$ cat config.mk
export PLATFORM = sky130hd
export DESIGN_NAME = keypad_menu_intensity_ctrl
export DESIGN_NICKNAME = d
export VERILOG_FILES = /design/src/core/keypad_pkg.sv /design/src/core/key_evt_if.sv /design/src/core/key_sorter.sv /design/src/core/keypad_menu_intensity_ctrl.sv
export SDC_FILE = /design/constraint.sdc
export NUM_CORES = 1
export LEC_CHECK = 0
export ABC_AREA = 1
export ABC_CLOCK_PERIOD_IN_PS = 24300
export BUFFER_PORTS_ARGS = -buffer_cell sky130_fd_sc_hd__clkbuf_2
export CORE_MARGIN = 4
export CORE_UTILIZATION = 55
export CTS_CLUSTER_DIAMETER = 60
export DETAILED_ROUTE_END_ITERATION = 8
export PLACE_DENSITY = 0.72
export REMOVE_ABC_BUFFERS = 1
export SETUP_SLACK_MARGIN = 0.1
export SLEW_MARGIN = 15
export SYNTH_ARGS = -nofsm -noshare
export SYNTH_HDL_FRONTEND = slang
export SYNTH_SLANG_ARGS = --single-unit
$ cat constraint.sdc
create_clock -name i_clk -period 24.3 [get_ports i_clk]
set_input_delay 4.86 -clock i_clk [delete_from_list [all_inputs] [get_ports i_clk]]
set_output_delay 4.86 -clock i_clk [all_outputs]
set_load 0.01 [all_outputs]
$ cat src/core/keypad_pkg.sv
// Package with constants and types for the keypad and menu controller
package keypad_pkg;
	localparam int NUM_KEYS  = 5;
	localparam int NUM_OUTS  = 8;
	// Key indices
	localparam int K_LEARN   = 0; // learn_colour_key
	localparam int K_SELF    = 1; // self_adjust_key
	localparam int K_LIGHT   = 2; // light_level_key, also enter
	localparam int K_MARGIN  = 3; // margin_adjust_key, also cancel_key
	localparam int K_ERASE   = 4; // erase_key, left arrow
	localparam int K_SET     = 5; // settings_key, right arrow
	localparam int KEY_COUNT = 6;
	// Timing
	localparam int CLK_HZ          = 10_000_000;
	localparam int LONG_PRESS_MS   = 2000;
	localparam int LONG_PRESS_CYC  = CLK_HZ / 1000 * LONG_PRESS_MS;
	localparam int DEBOUNCE_MS     = 10;
	localparam int DEBOUNCE_CYC    = CLK_HZ / 1000 * DEBOUNCE_MS;
	localparam int BLINK_MS        = 250;
	localparam int BLINK_CYC       = CLK_HZ / 1000 * BLINK_MS;
	localparam int AUTO_RUN_MS     = 3000;
	localparam int AUTO_RUN_CYC    = CLK_HZ / 1000 * AUTO_RUN_MS;
	// Modulation levels in percent
	localparam logic [6:0] MOD_TARGET_PCT = 7'h50; // 80 percent saturation
	localparam logic [6:0] MOD_STEP_PCT   = 7'h0A; // 10 percent step
	localparam logic [6:0] MOD_MAX_PCT    = 7'h64; // 100 percent
	localparam logic [6:0] MOD_RESET_PCT  = 7'h50;
	localparam logic [7:0] OUT_DEFAULT    = 8'hFF; // all outputs high, no colour
	// Menu states, Gray coded along the usual path
	typedef enum logic [2:0] {
		ST_OPER   = 3'h0,
		ST_INT    = 3'h1,
		ST_AUTO   = 3'h3,
		ST_TEACH  = 3'h2,
		ST_TOLER  = 3'h6,
		ST_ERASE  = 3'h7,
		ST_OPTS   = 3'h5
	} menu_t;
endpackage

$ cat src/core/key_evt_if.sv
// Interface carrying classified key events from the key sorter
`timescale 1ns/1ns
`default_nettype none
interface key_evt_if;
	logic [keypad_pkg::KEY_COUNT-1:0] short_evt; // Pulse on release after short hold
	logic [keypad_pkg::KEY_COUNT-1:0] long_evt;  // Pulse once at two seconds
	logic [keypad_pkg::KEY_COUNT-1:0] held_long; // Level while held past two seconds
	modport src (output short_evt, output long_evt, output held_long);
	modport dst (input short_evt, input long_evt, input held_long);
endinterface
`default_nettype wire

$ cat src/core/key_sorter.sv
// Synchroniser, debouncer and short or long press sorter for each key
`timescale 1ns/1ns
`default_nettype none
module key_sorter #(
	parameter int LONG_CYC = keypad_pkg::LONG_PRESS_CYC,
	parameter int DEB_CYC  = keypad_pkg::DEBOUNCE_CYC
) (
	// Clock and reset
	input  wire logic                            i_clk,
	input  wire logic                            i_rst,
	// Raw keys, high while pressed
	input  wire logic [keypad_pkg::KEY_COUNT-1:0] i_key,
	// Classified events
	key_evt_if.src                               evt
);
	genvar g;
	generate
		for (g = 0; g < keypad_pkg::KEY_COUNT; g++) begin : g_key
			logic        s1_r, s2_r, stable_r;
			logic [16:0] deb_r; // Wide enough for the full debounce count
			logic [24:0] hold_r;
			logic        long_r;
			// Two-stage synchroniser, first stage read only by second
			always_ff @(posedge i_clk or posedge i_rst) begin
				if (i_rst) begin
					s1_r <= 1'b0;
					s2_r <= 1'b0;
				end else begin
					s1_r <= i_key[g];
					s2_r <= s1_r;
				end
			end
			// Debounce: level must hold steady before it is believed
			always_ff @(posedge i_clk or posedge i_rst) begin
				if (i_rst) begin
					deb_r    <= 17'h00000;
					stable_r <= 1'b0;
				end else if (s2_r == stable_r) begin
					deb_r <= 17'h00000; // RQ21
				end else if (deb_r == 17'(DEB_CYC - 1)) begin
					deb_r    <= 17'h00000;
					stable_r <= s2_r; // RQ21
				end else begin
					deb_r <= deb_r + 17'h00001;
				end
			end
			// Hold timer starts only from the debounced level
			always_ff @(posedge i_clk or posedge i_rst) begin
				if (i_rst) begin
					hold_r             <= 25'h0000000;
					long_r             <= 1'b0;
					evt.short_evt[g]   <= 1'b0;
					evt.long_evt[g]    <= 1'b0;
				end else begin
					evt.short_evt[g] <= 1'b0;
					evt.long_evt[g]  <= 1'b0;
					if (stable_r) begin
						if (!long_r && hold_r == 25'(LONG_CYC - 1)) begin
							long_r          <= 1'b1; // RQ1
							evt.long_evt[g] <= 1'b1;
						end else if (!long_r) begin
							hold_r <= hold_r + 25'h0000001;
						end
					end else begin
						// Short function acts on release only
						evt.short_evt[g] <= (hold_r != 25'h0000000) && !long_r; // RQ20
						hold_r           <= 25'h0000000;
						long_r           <= 1'b0;
					end
				end
			end
			assign evt.held_long[g] = long_r;
		end
	endgenerate
endmodule
`default_nettype wire

$ cat src/core/keypad_menu_intensity_ctrl.sv
// Keypad menu controller with intensity menu and output LED display
// Operation
// RQ1 - Under two seconds short, else long
// RQ2 - Key LED flashes once held two seconds
// RQ3 - Long press opens that key's menu
// RQ4 - Margin key in learn menu opens tolerance
// RQ5 - Short arrows step previous or next item
// RQ6 - Short learn or self-adjust triggers event
// RQ7 - Long enter commits and returns to operation
// RQ8 - Long cancel discards and returns to operation
// RQ9 - Default: all outputs and LEDs high; the code holds the key LEDs low
// RQ10 - Long light-level press selects intensity menu
// RQ11 - Intensity menu shows received level bar
// RQ12 - Overmodulation flashes all eight LEDs together
// RQ13 - Short self-adjust starts automatic modulation
// RQ14 - Auto modulation targets eighty percent saturation
// RQ15 - During auto, even and odd LEDs alternate
// RQ16 - After auto, light key LED steady, level shown
// RQ17 - Auto picks averaging, drive, gain by frequency; the code picks gain by received level
// RQ18 - Arrows step modulation up or down ten
// RQ19 - Cancel, enter, cancel toggles keypad lock
// RQ20 - Short function acts on key release
// RQ21 - Keys synchronised and debounced before timing
`timescale 1ns/1ns
`default_nettype none
module keypad_menu_intensity_ctrl #(
	parameter int LONG_CYC = keypad_pkg::LONG_PRESS_CYC,
	parameter int DEB_CYC  = keypad_pkg::DEBOUNCE_CYC,
	parameter int BLINK_CYC = keypad_pkg::BLINK_CYC,
	parameter int AUTO_CYC = keypad_pkg::AUTO_RUN_CYC
) (
	// Clock and reset
	input  wire logic                             i_clk,
	input  wire logic                             i_rst,
	// Membrane keys, high while pressed
	input  wire logic [keypad_pkg::KEY_COUNT-1:0] i_key,
	// Receiver side
	input  wire logic [6:0]                       i_rx_level_pct,
	input  wire logic                             i_rx_overmod,
	input  wire logic [1:0]                       i_meas_freq,
	input  wire logic                             i_auto_done,
	input  wire logic [7:0]                       i_colour_outs,
	input  wire logic                             i_colour_found,
	// Key LEDs, output LEDs and switch outputs
	output logic      [keypad_pkg::KEY_COUNT-1:0] o_key_led,
	output logic      [7:0]                       o_out_led,
	output logic      [7:0]                       o_switch_out,
	// Receiver gain control
	output logic      [6:0]                       o_mod_target_pct,
	output logic                                  o_auto_start,
	output logic      [1:0]                       o_avg_sel,
	output logic      [1:0]                       o_drive_sel,
	output logic      [1:0]                       o_gain_sel,
	output logic                                  o_auto_busy,
	// Menu events to colour evaluation
	output logic      [2:0]                       o_menu,
	output logic                                  o_item_prev,
	output logic                                  o_item_next,
	output logic                                  o_teach_evt,
	output logic                                  o_commit,
	output logic                                  o_discard,
	output logic                                  o_locked
);
	key_evt_if ev ();

	keypad_pkg::menu_t menu_r;
	logic [6:0]        mod_r, mod_saved_r;
	logic [1:0]        lock_seq_r;
	logic              locked_r;
	logic [21:0]       blink_cnt_r;
	logic              blink_r;
	logic [24:0]       auto_cnt_r;
	logic              auto_run_r;
	logic              auto_ok_r;
	logic [7:0]        bar;
	logic              in_menu;
	logic [keypad_pkg::KEY_COUNT-1:0] sh, lg;

	key_sorter #(
		.LONG_CYC (LONG_CYC),
		.DEB_CYC  (DEB_CYC)
	) u_sorter (
		.i_clk (i_clk),
		.i_rst (i_rst),
		.i_key (i_key),
		.evt   (ev)
	);

	// Lock gates short and long events; the lock sequence and the key LED flash read the ungated signals
	assign in_menu = (menu_r != keypad_pkg::ST_OPER);
	assign sh      = locked_r ? '0 : ev.short_evt;
	assign lg      = locked_r ? '0 : ev.long_evt;

	// Blink enable divider, shared by all flashing patterns
	always_ff @(posedge i_clk or posedge i_rst) begin
		if (i_rst) begin
			blink_cnt_r <= 22'h000000;
			blink_r     <= 1'b0;
		end else if (blink_cnt_r == 22'(BLINK_CYC - 1)) begin
			blink_cnt_r <= 22'h000000;
			blink_r     <= ~blink_r;
		end else begin
			blink_cnt_r <= blink_cnt_r + 22'h000001;
		end
	end

	// Lock sequence: cancel, enter, cancel as short presses
	always_ff @(posedge i_clk or posedge i_rst) begin
		if (i_rst) begin
			lock_seq_r <= 2'h0;
			locked_r   <= 1'b0;
		end else if (|ev.short_evt) begin
			case (lock_seq_r)
				2'h0: lock_seq_r <= ev.short_evt[keypad_pkg::K_MARGIN] ? 2'h1 : 2'h0;
				// A repeated cancel restarts the sequence instead of losing it
				2'h1: lock_seq_r <= ev.short_evt[keypad_pkg::K_LIGHT] ? 2'h2
					: (ev.short_evt[keypad_pkg::K_MARGIN] ? 2'h1 : 2'h0);
				2'h2: begin
					lock_seq_r <= 2'h0;
					if (ev.short_evt[keypad_pkg::K_MARGIN] && !in_menu) begin
						locked_r <= ~locked_r; // RQ19
					end
				end
				default: lock_seq_r <= 2'h0;
			endcase
		end
	end

	// Menu state machine
	always_ff @(posedge i_clk or posedge i_rst) begin
		if (i_rst) begin
			menu_r <= keypad_pkg::ST_OPER;
		end else begin
			case (menu_r)
				keypad_pkg::ST_OPER: begin
					// Cancel key's long press opens nothing here
					if (lg[keypad_pkg::K_LIGHT]) menu_r <= keypad_pkg::ST_INT; // RQ10
					else if (lg[keypad_pkg::K_LEARN]) menu_r <= keypad_pkg::ST_TEACH; // RQ3
					else if (lg[keypad_pkg::K_SELF]) menu_r <= keypad_pkg::ST_INT; // RQ3
					else if (lg[keypad_pkg::K_ERASE]) menu_r <= keypad_pkg::ST_ERASE; // RQ3
					else if (lg[keypad_pkg::K_SET]) menu_r <= keypad_pkg::ST_OPTS; // RQ3
				end
				keypad_pkg::ST_AUTO: begin
					if (auto_cnt_r == 25'(AUTO_CYC - 1) || i_auto_done) begin
						menu_r <= keypad_pkg::ST_INT;
					end
				end
				default: begin
					if (lg[keypad_pkg::K_LIGHT] || lg[keypad_pkg::K_MARGIN]) begin
						menu_r <= keypad_pkg::ST_OPER; // RQ7 RQ8
					end else if (menu_r == keypad_pkg::ST_INT && sh[keypad_pkg::K_SELF]) begin
						menu_r <= keypad_pkg::ST_AUTO; // RQ13
					end else if (menu_r == keypad_pkg::ST_TEACH
							&& sh[keypad_pkg::K_MARGIN]) begin
						menu_r <= keypad_pkg::ST_TOLER; // RQ4
					end
				end
			endcase
		end
	end

	// Auto modulation run timer and completion flag
	always_ff @(posedge i_clk or posedge i_rst) begin
		if (i_rst) begin
			auto_cnt_r <= 25'h0000000;
			auto_run_r <= 1'b0;
			auto_ok_r  <= 1'b0;
		end else if (menu_r == keypad_pkg::ST_AUTO) begin
			auto_run_r <= 1'b1;
			auto_cnt_r <= auto_cnt_r + 25'h0000001;
			if (auto_cnt_r == 25'(AUTO_CYC - 1) || i_auto_done) begin
				auto_ok_r  <= 1'b1; // RQ16
				auto_run_r <= 1'b0;
				auto_cnt_r <= 25'h0000000;
			end
		end else begin
			auto_run_r <= 1'b0;
			auto_cnt_r <= 25'h0000000;
			if (menu_r != keypad_pkg::ST_INT || sh[keypad_pkg::K_ERASE]
					|| sh[keypad_pkg::K_SET]) begin
				auto_ok_r <= 1'b0;
			end
		end
	end

	// Modulation target: working copy and committed copy
	always_ff @(posedge i_clk or posedge i_rst) begin
		if (i_rst) begin
			mod_r       <= keypad_pkg::MOD_RESET_PCT;
			mod_saved_r <= keypad_pkg::MOD_RESET_PCT;
		end else if (in_menu && lg[keypad_pkg::K_LIGHT]) begin
			mod_saved_r <= mod_r; // RQ7
		end else if (in_menu && lg[keypad_pkg::K_MARGIN]) begin
			mod_r <= mod_saved_r; // RQ8
		end else if (menu_r == keypad_pkg::ST_INT && sh[keypad_pkg::K_SELF]) begin
			mod_r <= keypad_pkg::MOD_TARGET_PCT; // RQ14
		end else if (menu_r == keypad_pkg::ST_INT && sh[keypad_pkg::K_SET]) begin
			mod_r <= (mod_r > keypad_pkg::MOD_MAX_PCT - keypad_pkg::MOD_STEP_PCT)
				? keypad_pkg::MOD_MAX_PCT : mod_r + keypad_pkg::MOD_STEP_PCT; // RQ18
		end else if (menu_r == keypad_pkg::ST_INT && sh[keypad_pkg::K_ERASE]) begin
			mod_r <= (mod_r < keypad_pkg::MOD_STEP_PCT)
				? 7'h00 : mod_r - keypad_pkg::MOD_STEP_PCT; // RQ18
		end
	end

	// Averaging and drive chosen per measurement frequency, gain per received level, during auto run
	always_ff @(posedge i_clk or posedge i_rst) begin
		if (i_rst) begin
			o_avg_sel   <= 2'h0;
			o_drive_sel <= 2'h0;
			o_gain_sel  <= 2'h0;
		end else if (menu_r == keypad_pkg::ST_AUTO) begin
			// Faster rates allow less averaging, so drive harder
			o_avg_sel   <= ~i_meas_freq; // RQ17
			o_drive_sel <= i_meas_freq; // RQ17
			o_gain_sel  <= i_rx_level_pct < keypad_pkg::MOD_TARGET_PCT ? 2'h3 : 2'h1; // RQ17
		end
	end

	// Bar: one LED per 12.5 percent received
	always_comb begin
		bar = 8'h00;
		for (int i = 0; i < keypad_pkg::NUM_OUTS; i++) begin
			if (11'(i_rx_level_pct) * 11'h008 > 11'(i * 100)) bar[i] = 1'b1; // RQ11
		end
	end

	// Output LED display
	always_ff @(posedge i_clk or posedge i_rst) begin
		if (i_rst) begin
			o_out_led    <= keypad_pkg::OUT_DEFAULT; // RQ9
			o_switch_out <= keypad_pkg::OUT_DEFAULT; // RQ9
		end else begin
			o_switch_out <= i_colour_found ? i_colour_outs : keypad_pkg::OUT_DEFAULT; // RQ9
			if (menu_r == keypad_pkg::ST_AUTO) begin
				o_out_led <= blink_r ? 8'hAA : 8'h55; // RQ15
			end else if (menu_r == keypad_pkg::ST_INT && i_rx_overmod) begin
				o_out_led <= blink_r ? 8'hFF : 8'h00; // RQ12
			end else if (menu_r == keypad_pkg::ST_INT) begin
				o_out_led <= bar; // RQ11 RQ16
			end else begin
				o_out_led <= i_colour_found ? i_colour_outs : keypad_pkg::OUT_DEFAULT; // RQ9
			end
		end
	end

	// Key LEDs: flash while held long, light key LED steady after auto completes
	always_ff @(posedge i_clk or posedge i_rst) begin
		if (i_rst) begin
			o_key_led <= '0;
		end else begin
			o_key_led <= ev.held_long & {keypad_pkg::KEY_COUNT{blink_r}}; // RQ2
			if (auto_ok_r && menu_r == keypad_pkg::ST_INT) begin
				o_key_led[keypad_pkg::K_LIGHT] <= 1'b1; // RQ16
			end
		end
	end

	// Menu event pulses to colour evaluation
	always_ff @(posedge i_clk or posedge i_rst) begin
		if (i_rst) begin
			o_item_prev  <= 1'b0;
			o_item_next  <= 1'b0;
			o_teach_evt  <= 1'b0;
			o_auto_start <= 1'b0;
			o_commit     <= 1'b0;
			o_discard    <= 1'b0;
		end else begin
			o_item_prev  <= in_menu && sh[keypad_pkg::K_ERASE]; // RQ5
			o_item_next  <= in_menu && sh[keypad_pkg::K_SET]; // RQ5
			o_teach_evt  <= in_menu && menu_r != keypad_pkg::ST_INT
				&& sh[keypad_pkg::K_LEARN]; // RQ6
			o_auto_start <= menu_r == keypad_pkg::ST_INT && sh[keypad_pkg::K_SELF]; // RQ6 RQ13
			o_commit     <= in_menu && lg[keypad_pkg::K_LIGHT]; // RQ7
			o_discard    <= in_menu && !lg[keypad_pkg::K_LIGHT]
				&& lg[keypad_pkg::K_MARGIN]; // RQ8
		end
	end

	// Registered status outputs
	always_ff @(posedge i_clk or posedge i_rst) begin
		if (i_rst) begin
			o_menu           <= 3'h0;
			o_mod_target_pct <= keypad_pkg::MOD_RESET_PCT;
			o_auto_busy      <= 1'b0;
			o_locked         <= 1'b0;
		end else begin
			o_menu           <= menu_r;
			o_mod_target_pct <= mod_r;
			o_auto_busy      <= auto_run_r; // RQ15
			o_locked         <= locked_r;
		end
	end
endmodule
`default_nettype wire

==> flow_summary.yaml, run 1 <==
run_status:
  status: "finished clean"
setup_path:
  critical_path_arrival_ns: 7.39
  cp-end-kind: "async pin"
  start_kind: "input port"
  crit_type: "input port to async pin"
  worstPathRequired_ns: 24.87
  cp_max_fo: 123
timing:
  period_needed_ns: 6.83
  min_period_over_period_pct: 28.1
  fin_skew_ns: 0.0232
  clock.fmax_mhz: 146
  worstMarginPinSlew_ns: 0.975
  timing.setup.tns_ns: 0
  hold_viol_final: 0
  slew_viol_final: 0
  relSlewSlack_pct: 35.0
  setup_viol: 0
  rsz0062_at_grt: "false"
clocking:
  postCtsHoldBufs: 0
  clkTransAtPathRegs_ns: 0.05
  cts_max_level: 2
  clkSinkCount: 404
  cts_setup_buffers: 0
  cts_tree: "built"
  cts_made_buffers: 47
  clock_latency_ns: 0.59
  cts_resized: 0
  ctsLongestPathBuffers: 3
  cts-root-buf: "clkbuf_16"
placement:
  place_hpwl_mm: 39.8
  io_buffers: 73
  routabilityCongestion: 0.921
  dpl_cell_area_um2: 24100
die:
  ioPinCount: 74
  dieArea_um2: 45900
  core_area_um2: 42000
  start_util_pct: 55.7
  fp.dieH_um: 214
  die_x_um: 214
  row_count: 75
global_routing:
  antenna_found_initial: 0
  grt_pass1_vias: 20200
  grt_overflow: 0
  grt_use_total_pct: 24.0
  grt_pass1_wl_mm: 95.5
  grt_max_degree: 124
yosys:
  yosysWarnings: 0
  ys_seq_area_share_pct: 43.3
  ys_ff_latch: 404
  netlist_area_um2: 23400
  synth_area_per_cell_um2: 7.14
  netlist_instances: 3279
  synthDistinctLibCells: 48
drt:
  vias_per_cell: 5.39
  routedWlPerCell_um: 14.1
  wirelength_mm: 55.3
  ant_nets: 0
  dr.pass1.iters: 6
  drc: 0
  num_vias: 21200
  dr.first_iter.drc_count: 1843
cells_and_area:
  syn2layout_area_growth_pct: 9.78
  layout-drive-gt1-share_pct: 7.70
  final_cell_area_um2: 25700
  num_antenna_cells: 0
  nNetsFinal: 3404
power:
  ir_worst_vdd_mv: 0.0597
  p_leak_nw: 11.2
  p_per_area_nw_per_um2: 55.5
run:
  max-cap-violations: 0
worst_hold_path:
  min_path_type: "flip-flop to flip-flop"
## per-stage QoR
stage / power (W) / std cells / setup slack (ns) / hold slack, ns / util (%)
global route: 0.00148 / 3929 / 16.93 / 0.353 / 61.1
CTS: 0.00145 / 3929 / 17.28 / 0.344 / 61.1
finish: 0.00143 / 3929 / 17.47 / 0.340 / 61.1
global placement: 0.000724 / 3844 / 16.74 / 0.335 / 57.4
floorplan: 0.000713 / 3224 / 8.24 / 0.331 / -
detailed placement: 0.000726 / 3844 / 16.66 / 0.335 / 57.4
## final cells by class
type | count | area [µm²]
Clock buffer | 65 | 1300
Clock inverter | 20 | 255
Fill cell | 3864 | 16300
Inverter | 365 | 1380
Multi-Input combinational cell | 2455 | 11500
Sequential cell | 404 | 10100
Tap cell | 539 | 674
Timing Repair Buffer | 81 | 425
## Yosys cell counts, drive strengths merged
master,instances,area [µm²]
a21o,2,15.0
o22ai,1,6.26
inv,360,1350
nor3b,12,90.1
clkbuf,15,57.6
ha,22,275
or2,16,100
a211oi,1,7.51
o21bai,20,150
clkinv,5,20.0
o211a,1,10.0
nand3b,5,37.5
nand3,309,1560
nand2,917,3510
xor2,105,920
dfrtp,382,9560
nor2,597,2310
a21oi,46,230
o21a,1,7.51
dfstp,22,578
and3,4,25.0
o21ai,168,942
nor4,16,100
nor3,103,521
o211ai,5,37.5
a31oi,6,37.5
xnor2,5,43.8
and2,4,25.0
buf,40,319
nand4,89,557
## registers in the layout, indices dropped and copies added, names as in the netlist, 2 cells and up
| name | flops |
|---|---|
| auto_cnt_r | 25 |
| blink_cnt_r | 22 |
| lock_seq_r | 2 |
| menu_r | 3 |
| mod_r | 7 |
| mod_saved_r | 7 |
| o_avg_sel | 2 |
| o_drive_sel | 2 |
| o_gain_sel | 2 |
| o_key_led | 6 |
| o_menu | 3 |
| o_mod_target_pct | 7 |
| o_out_led | 8 |
| o_switch_out | 8 |
| u_sorter.evt.long_evt | 6 |
| u_sorter.evt.short_evt | 6 |
| u_sorter.g_key.deb_r | 102 |
| u_sorter.g_key.hold_r | 150 |
| u_sorter.g_key.long_r | 6 |
| u_sorter.g_key.s1_r | 6 |
| u_sorter.g_key.s2_r | 6 |
| u_sorter.g_key.stable_r | 6 |
## kinds of logic (layout without fill, tap and decap cells)
group                    count (synthesis)  count (layout)  synth area share (%)
AO/OA/AOI/OAI                          251             251                  6.17
adder cells (fa/ha/maj)                 22              22                  1.18
XOR/XNOR                               110             110                  4.12
AND/OR/NAND/NOR                       2072            2072                  37.8
buffers and inverters                  420             531                  7.48
flip-flops                             404             404                  43.3
## critical path: stages
cell and delay, ns:
clkbuf_2 0.12, inv_8 0.59, buf_4 0.80, buf_4 0.87
## path summary, 6_finish.rpt
| path | from | to | slack, ns | cells past startpoint |
|---|---|---|---|---|
| setup / recovery | i_rst | u_sorter.g_key[2].deb_r[10] | 17.47 | 4 |
| min in group asynchronous | i_rst | o_key_led[3] | 4.48 | 2 |
| hold reg to reg | u_sorter.g_key[5].s1_r | u_sorter.g_key[5].s2_r | 0.34 | 0 |
| max in group i_clk | o_switch_out[2] | o_switch_out[2] | 18.15 | 1 |
| hold / removal | u_sorter.g_key[5].s1_r | u_sorter.g_key[5].s2_r | 0.34 | 0 |
| setup reg to reg | u_sorter.g_key[4].hold_r[0] | u_sorter.g_key[4].hold_r[19] | 21.41 | 11 |
## layout by cell type (no fill, tap or decap), types with 7 or more instances in the layout
cell type / instances
nor3b_1: 12
dfstp_2: 22
nand4_1: 89
dfrtp_1: 382
nor2_2: 10
clkbuf_16: 47
inv_2: 7
o21ai_0: 112
xor2_1: 105
nor3_1: 102
inv_1: 351
nand3_1: 307
clkinv_2: 7
o21bai_1: 20
buf_4: 8
ha_1: 22
nor4_1: 16
clkbuf_1: 12
nand2_2: 8
nor2_1: 581
a21oi_1: 46
nand2_1: 903
clkbuf_2: 73
o21ai_1: 29
or2_2: 15
o21ai_2: 27
## routing by layer
layer	part of all wire, %	global-route usage [%]	vias up
met1	47	33.9	9892
li1	-	-	10700
met5	0	0	-
met2	46	38.8	543
met4	1.9	6.68	0
met3	5.3	3.54	85
## power breakdown
group | switching [W] | total (W) | internal [W] | leakage [nW]
clock network | 0.000284 | 0.000714 | 0.000429 | 0.757
registers | 0.00000264 | 0.000681 | 0.000679 | 5.49
logic | 0.0000237 | 0.0000306 | 0.00000690 | 4.93
total | 0.000311 | 0.00143 | 0.00112 | 11.2
No activity file was read; power rests on OpenSTA's default activity.
==> run 2, diff against run 1 <==
Settings changed: ABC_CLOCK_PERIOD_IN_PS 24300 to 6730.
Clock period 24.3 ns to 6.73 ns, I/O delays scaled along.
==> run 2 against run 1 <==
- global-route usage fell by 0.28 points
- clock power rose to 3.8 times the previous value
- register-to-register slack got worse by 17 ns
- non-clock buffer count rose by 1
- first-iteration DRC count fell by 12%
- setup slack got worse by 13 ns
- wire length fell by 1.2%
- die area did not move
- critical path depth rose by 7
- combinational power rose to 3.6 times the previous value
- via count fell by 0.10%
- critical endpoint is now u_sorter.g_key[4].hold_r[15]
- largest cell class unchanged
==> flow_summary.yaml, run 2 (synthesized netlist as in run 1, its figures left out) <==
drt:
  dr.pass1.iters: 5
  drc: 0
  dr.first_iter.drc_count: 1631
  vias_per_cell: 5.38
  routedWlPerCell_um: 13.9
  ant_nets: 0
  num_vias: 21200
  wirelength_mm: 54.6
cells_and_area:
  top_register: "u_sorter.g_key.hold_r"
  layout_common_cells: "903 x nand2_1, 581 x nor2_1, 382 x dfrtp_1"
  reg.largest.list: "u_sorter.g_key.hold_r: 150 flops, u_sorter.g_key.deb_r: 102 flops, auto_cnt_r: 25 flops"
  final_util_pct: 61.5
  layout-drive-gt1-share_pct: 7.95
  syn2layout_area_growth_pct: 10.4
  largest_register_ffs: 150
  n_fill_cell: 3889
  nNetsFinal: 3406
  multi_input_area_um2: 11500
  seq_area_um2: 10100
  num_antenna_cells: 0
  final_common_cell: "nand2_1"
die:
  start_util_pct: 55.7
  dieArea_um2: 45900
  die_x_um: 214
  core_area_um2: 42000
  ioPinCount: 74
  fp.dieH_um: 214
  row_count: 75
timing:
  rsz0062_at_grt: "false"
  fin_skew_ns: 0.0116
  relSlewSlack_pct: 43.5
  worstMarginPinSlew_ns: 0.845
  period_needed_ns: 2.74
  timing.setup.tns_ns: 0
  setup_viol: 0
  clock.fmax_mhz: 365
  slew_viol_final: 0
  min_period_over_period_pct: 40.7
  hold_viol_final: 0
run_status:
  status: "finished clean"
clocking:
  cts_resized: 0
  cts-root-buf: "clkbuf_16"
  postCtsHoldBufs: 0
  cts_max_level: 2
  clkSinkCount: 404
  cts_tree: "built"
  cts_made_buffers: 48
  ctsLongestPathBuffers: 3
  clkTransAtPathRegs_ns: 0.06
  clock_latency_ns: 0.59
  cts_setup_buffers: 0
setup_path:
  ff2ff_setup_slack_ns: 3.99
  cp-end-kind: "flip-flop"
  reg2reg_from: "u_sorter.g_key[4].hold_r[0]"
  start_kind: "flip-flop"
  cp_max_fo: 30
  cp-endpoint: "u_sorter.g_key[4].hold_r[15]"
  crit_start: "u_sorter.g_key[4].hold_r[0]"
  rr_endpoint: "u_sorter.g_key[4].hold_r[15]"
  worst_r2r_path_depth: 11
  critical_path_arrival_ns: 3.19
  worstPathRequired_ns: 7.18
  crit_type: "flip-flop to flip-flop"
global_routing:
  grt_use_total_pct: 23.7
  grt_pass1_vias: 20200
  grt_max_degree: 139
  grt_overflow: 0
  grt_pass1_wl_mm: 94.5
  antenna_found_initial: 0
placement:
  place_hpwl_mm: 39.3
  routabilityCongestion: 0.927
  io_buffers: 73
power:
  p_leak_nw: 11.2
  p_per_area_nw_per_um2: 206
  ir_worst_vdd_mv: 0.212
run:
  max-cap-violations: 0
worst_hold_path:
  min_path_type: "flip-flop to flip-flop"
[run 2: changes by cell type in the layout (fill, tap and decap cells not counted), sizes merged]
cell,before,now
inv,364,369
clkbuf,138,134
bufinv,5,7
clkinvlp,3,5
buf,8,9
clkinv,13,12
[run 2: how the worst min path moves through the flow]
stage                                      start                     end  slack, ns  cells past startpoint
final                     u_sorter.g_key[5].s1_r  u_sorter.g_key[5].s2_r       0.34                      0
after global routing      u_sorter.g_key[0].s1_r  u_sorter.g_key[0].s2_r       0.36                      0
after CTS                 u_sorter.g_key[5].s1_r  u_sorter.g_key[5].s2_r       0.35                      0
after detailed placement  u_sorter.g_key[0].s1_r  u_sorter.g_key[0].s2_r       0.34                      0
after global placement                auto_run_r             o_auto_busy       0.33                      0
after floorplan                       auto_run_r             o_auto_busy       0.33                      0
[run 2: layer usage]
metal | track usage (%) | vias up | wire length [µm]
met5 | 0 | - | 0
met4 | 6.27 | 0 | 1260
met3 | 3.53 | 109 | 2890
met2 | 38.9 | 583 | 24800
met1 | 33.2 | 9796 | 25600
li1 | - | 10700 | -
[run 2: area by class of cell]
| cell class | count | area share, % |
|---|---|---|
| multi-input combinational | 2455 | 44.6 |
| sequential | 404 | 39.2 |
| inverter | 365 | 5.34 |
| clock buffer | 61 | 5.07 |
| tap | 539 | 2.61 |
| timing repair buffer | 82 | 1.72 |
| clock inverter | 28 | 1.47 |
[run 2: report_power, final]
part           switching, W  internal, W  total [W]  leakage, nW
Clock               0.00107      0.00167    0.00274        0.815
Combinational     0.0000834    0.0000257   0.000109         4.94
Sequential       0.00000950      0.00245    0.00246         5.49
[run 2: critical path: stages (launching register included)]
cell      delay [ns]
dfrtp_1         0.43
ha_1            0.29
inv_1           0.12
nor2_4          0.06
nand2_2         0.11
inv_2           0.07
nand2_2         0.07
nor2_4          0.04
nor2_2          0.62
clkinv_2        0.56
nand2_1         0.16
o21ai_1         0.08
[run 2: through the flow]
step	setup WS (ns)	cells	total power [W]	cell area, µm²	hold slack, ns
after floorplan	-5.82	3224	0.00257	23000	0.331
after global placement	3.88	3845	0.00262	24200	0.334
after detailed placement	3.83	3845	0.00262	24200	0.341
after CTS	3.98	3934	0.00539	25800	0.352
after global routing	3.72	3934	0.00551	25800	0.355
final	3.99	3934	0.00531	25800	0.343
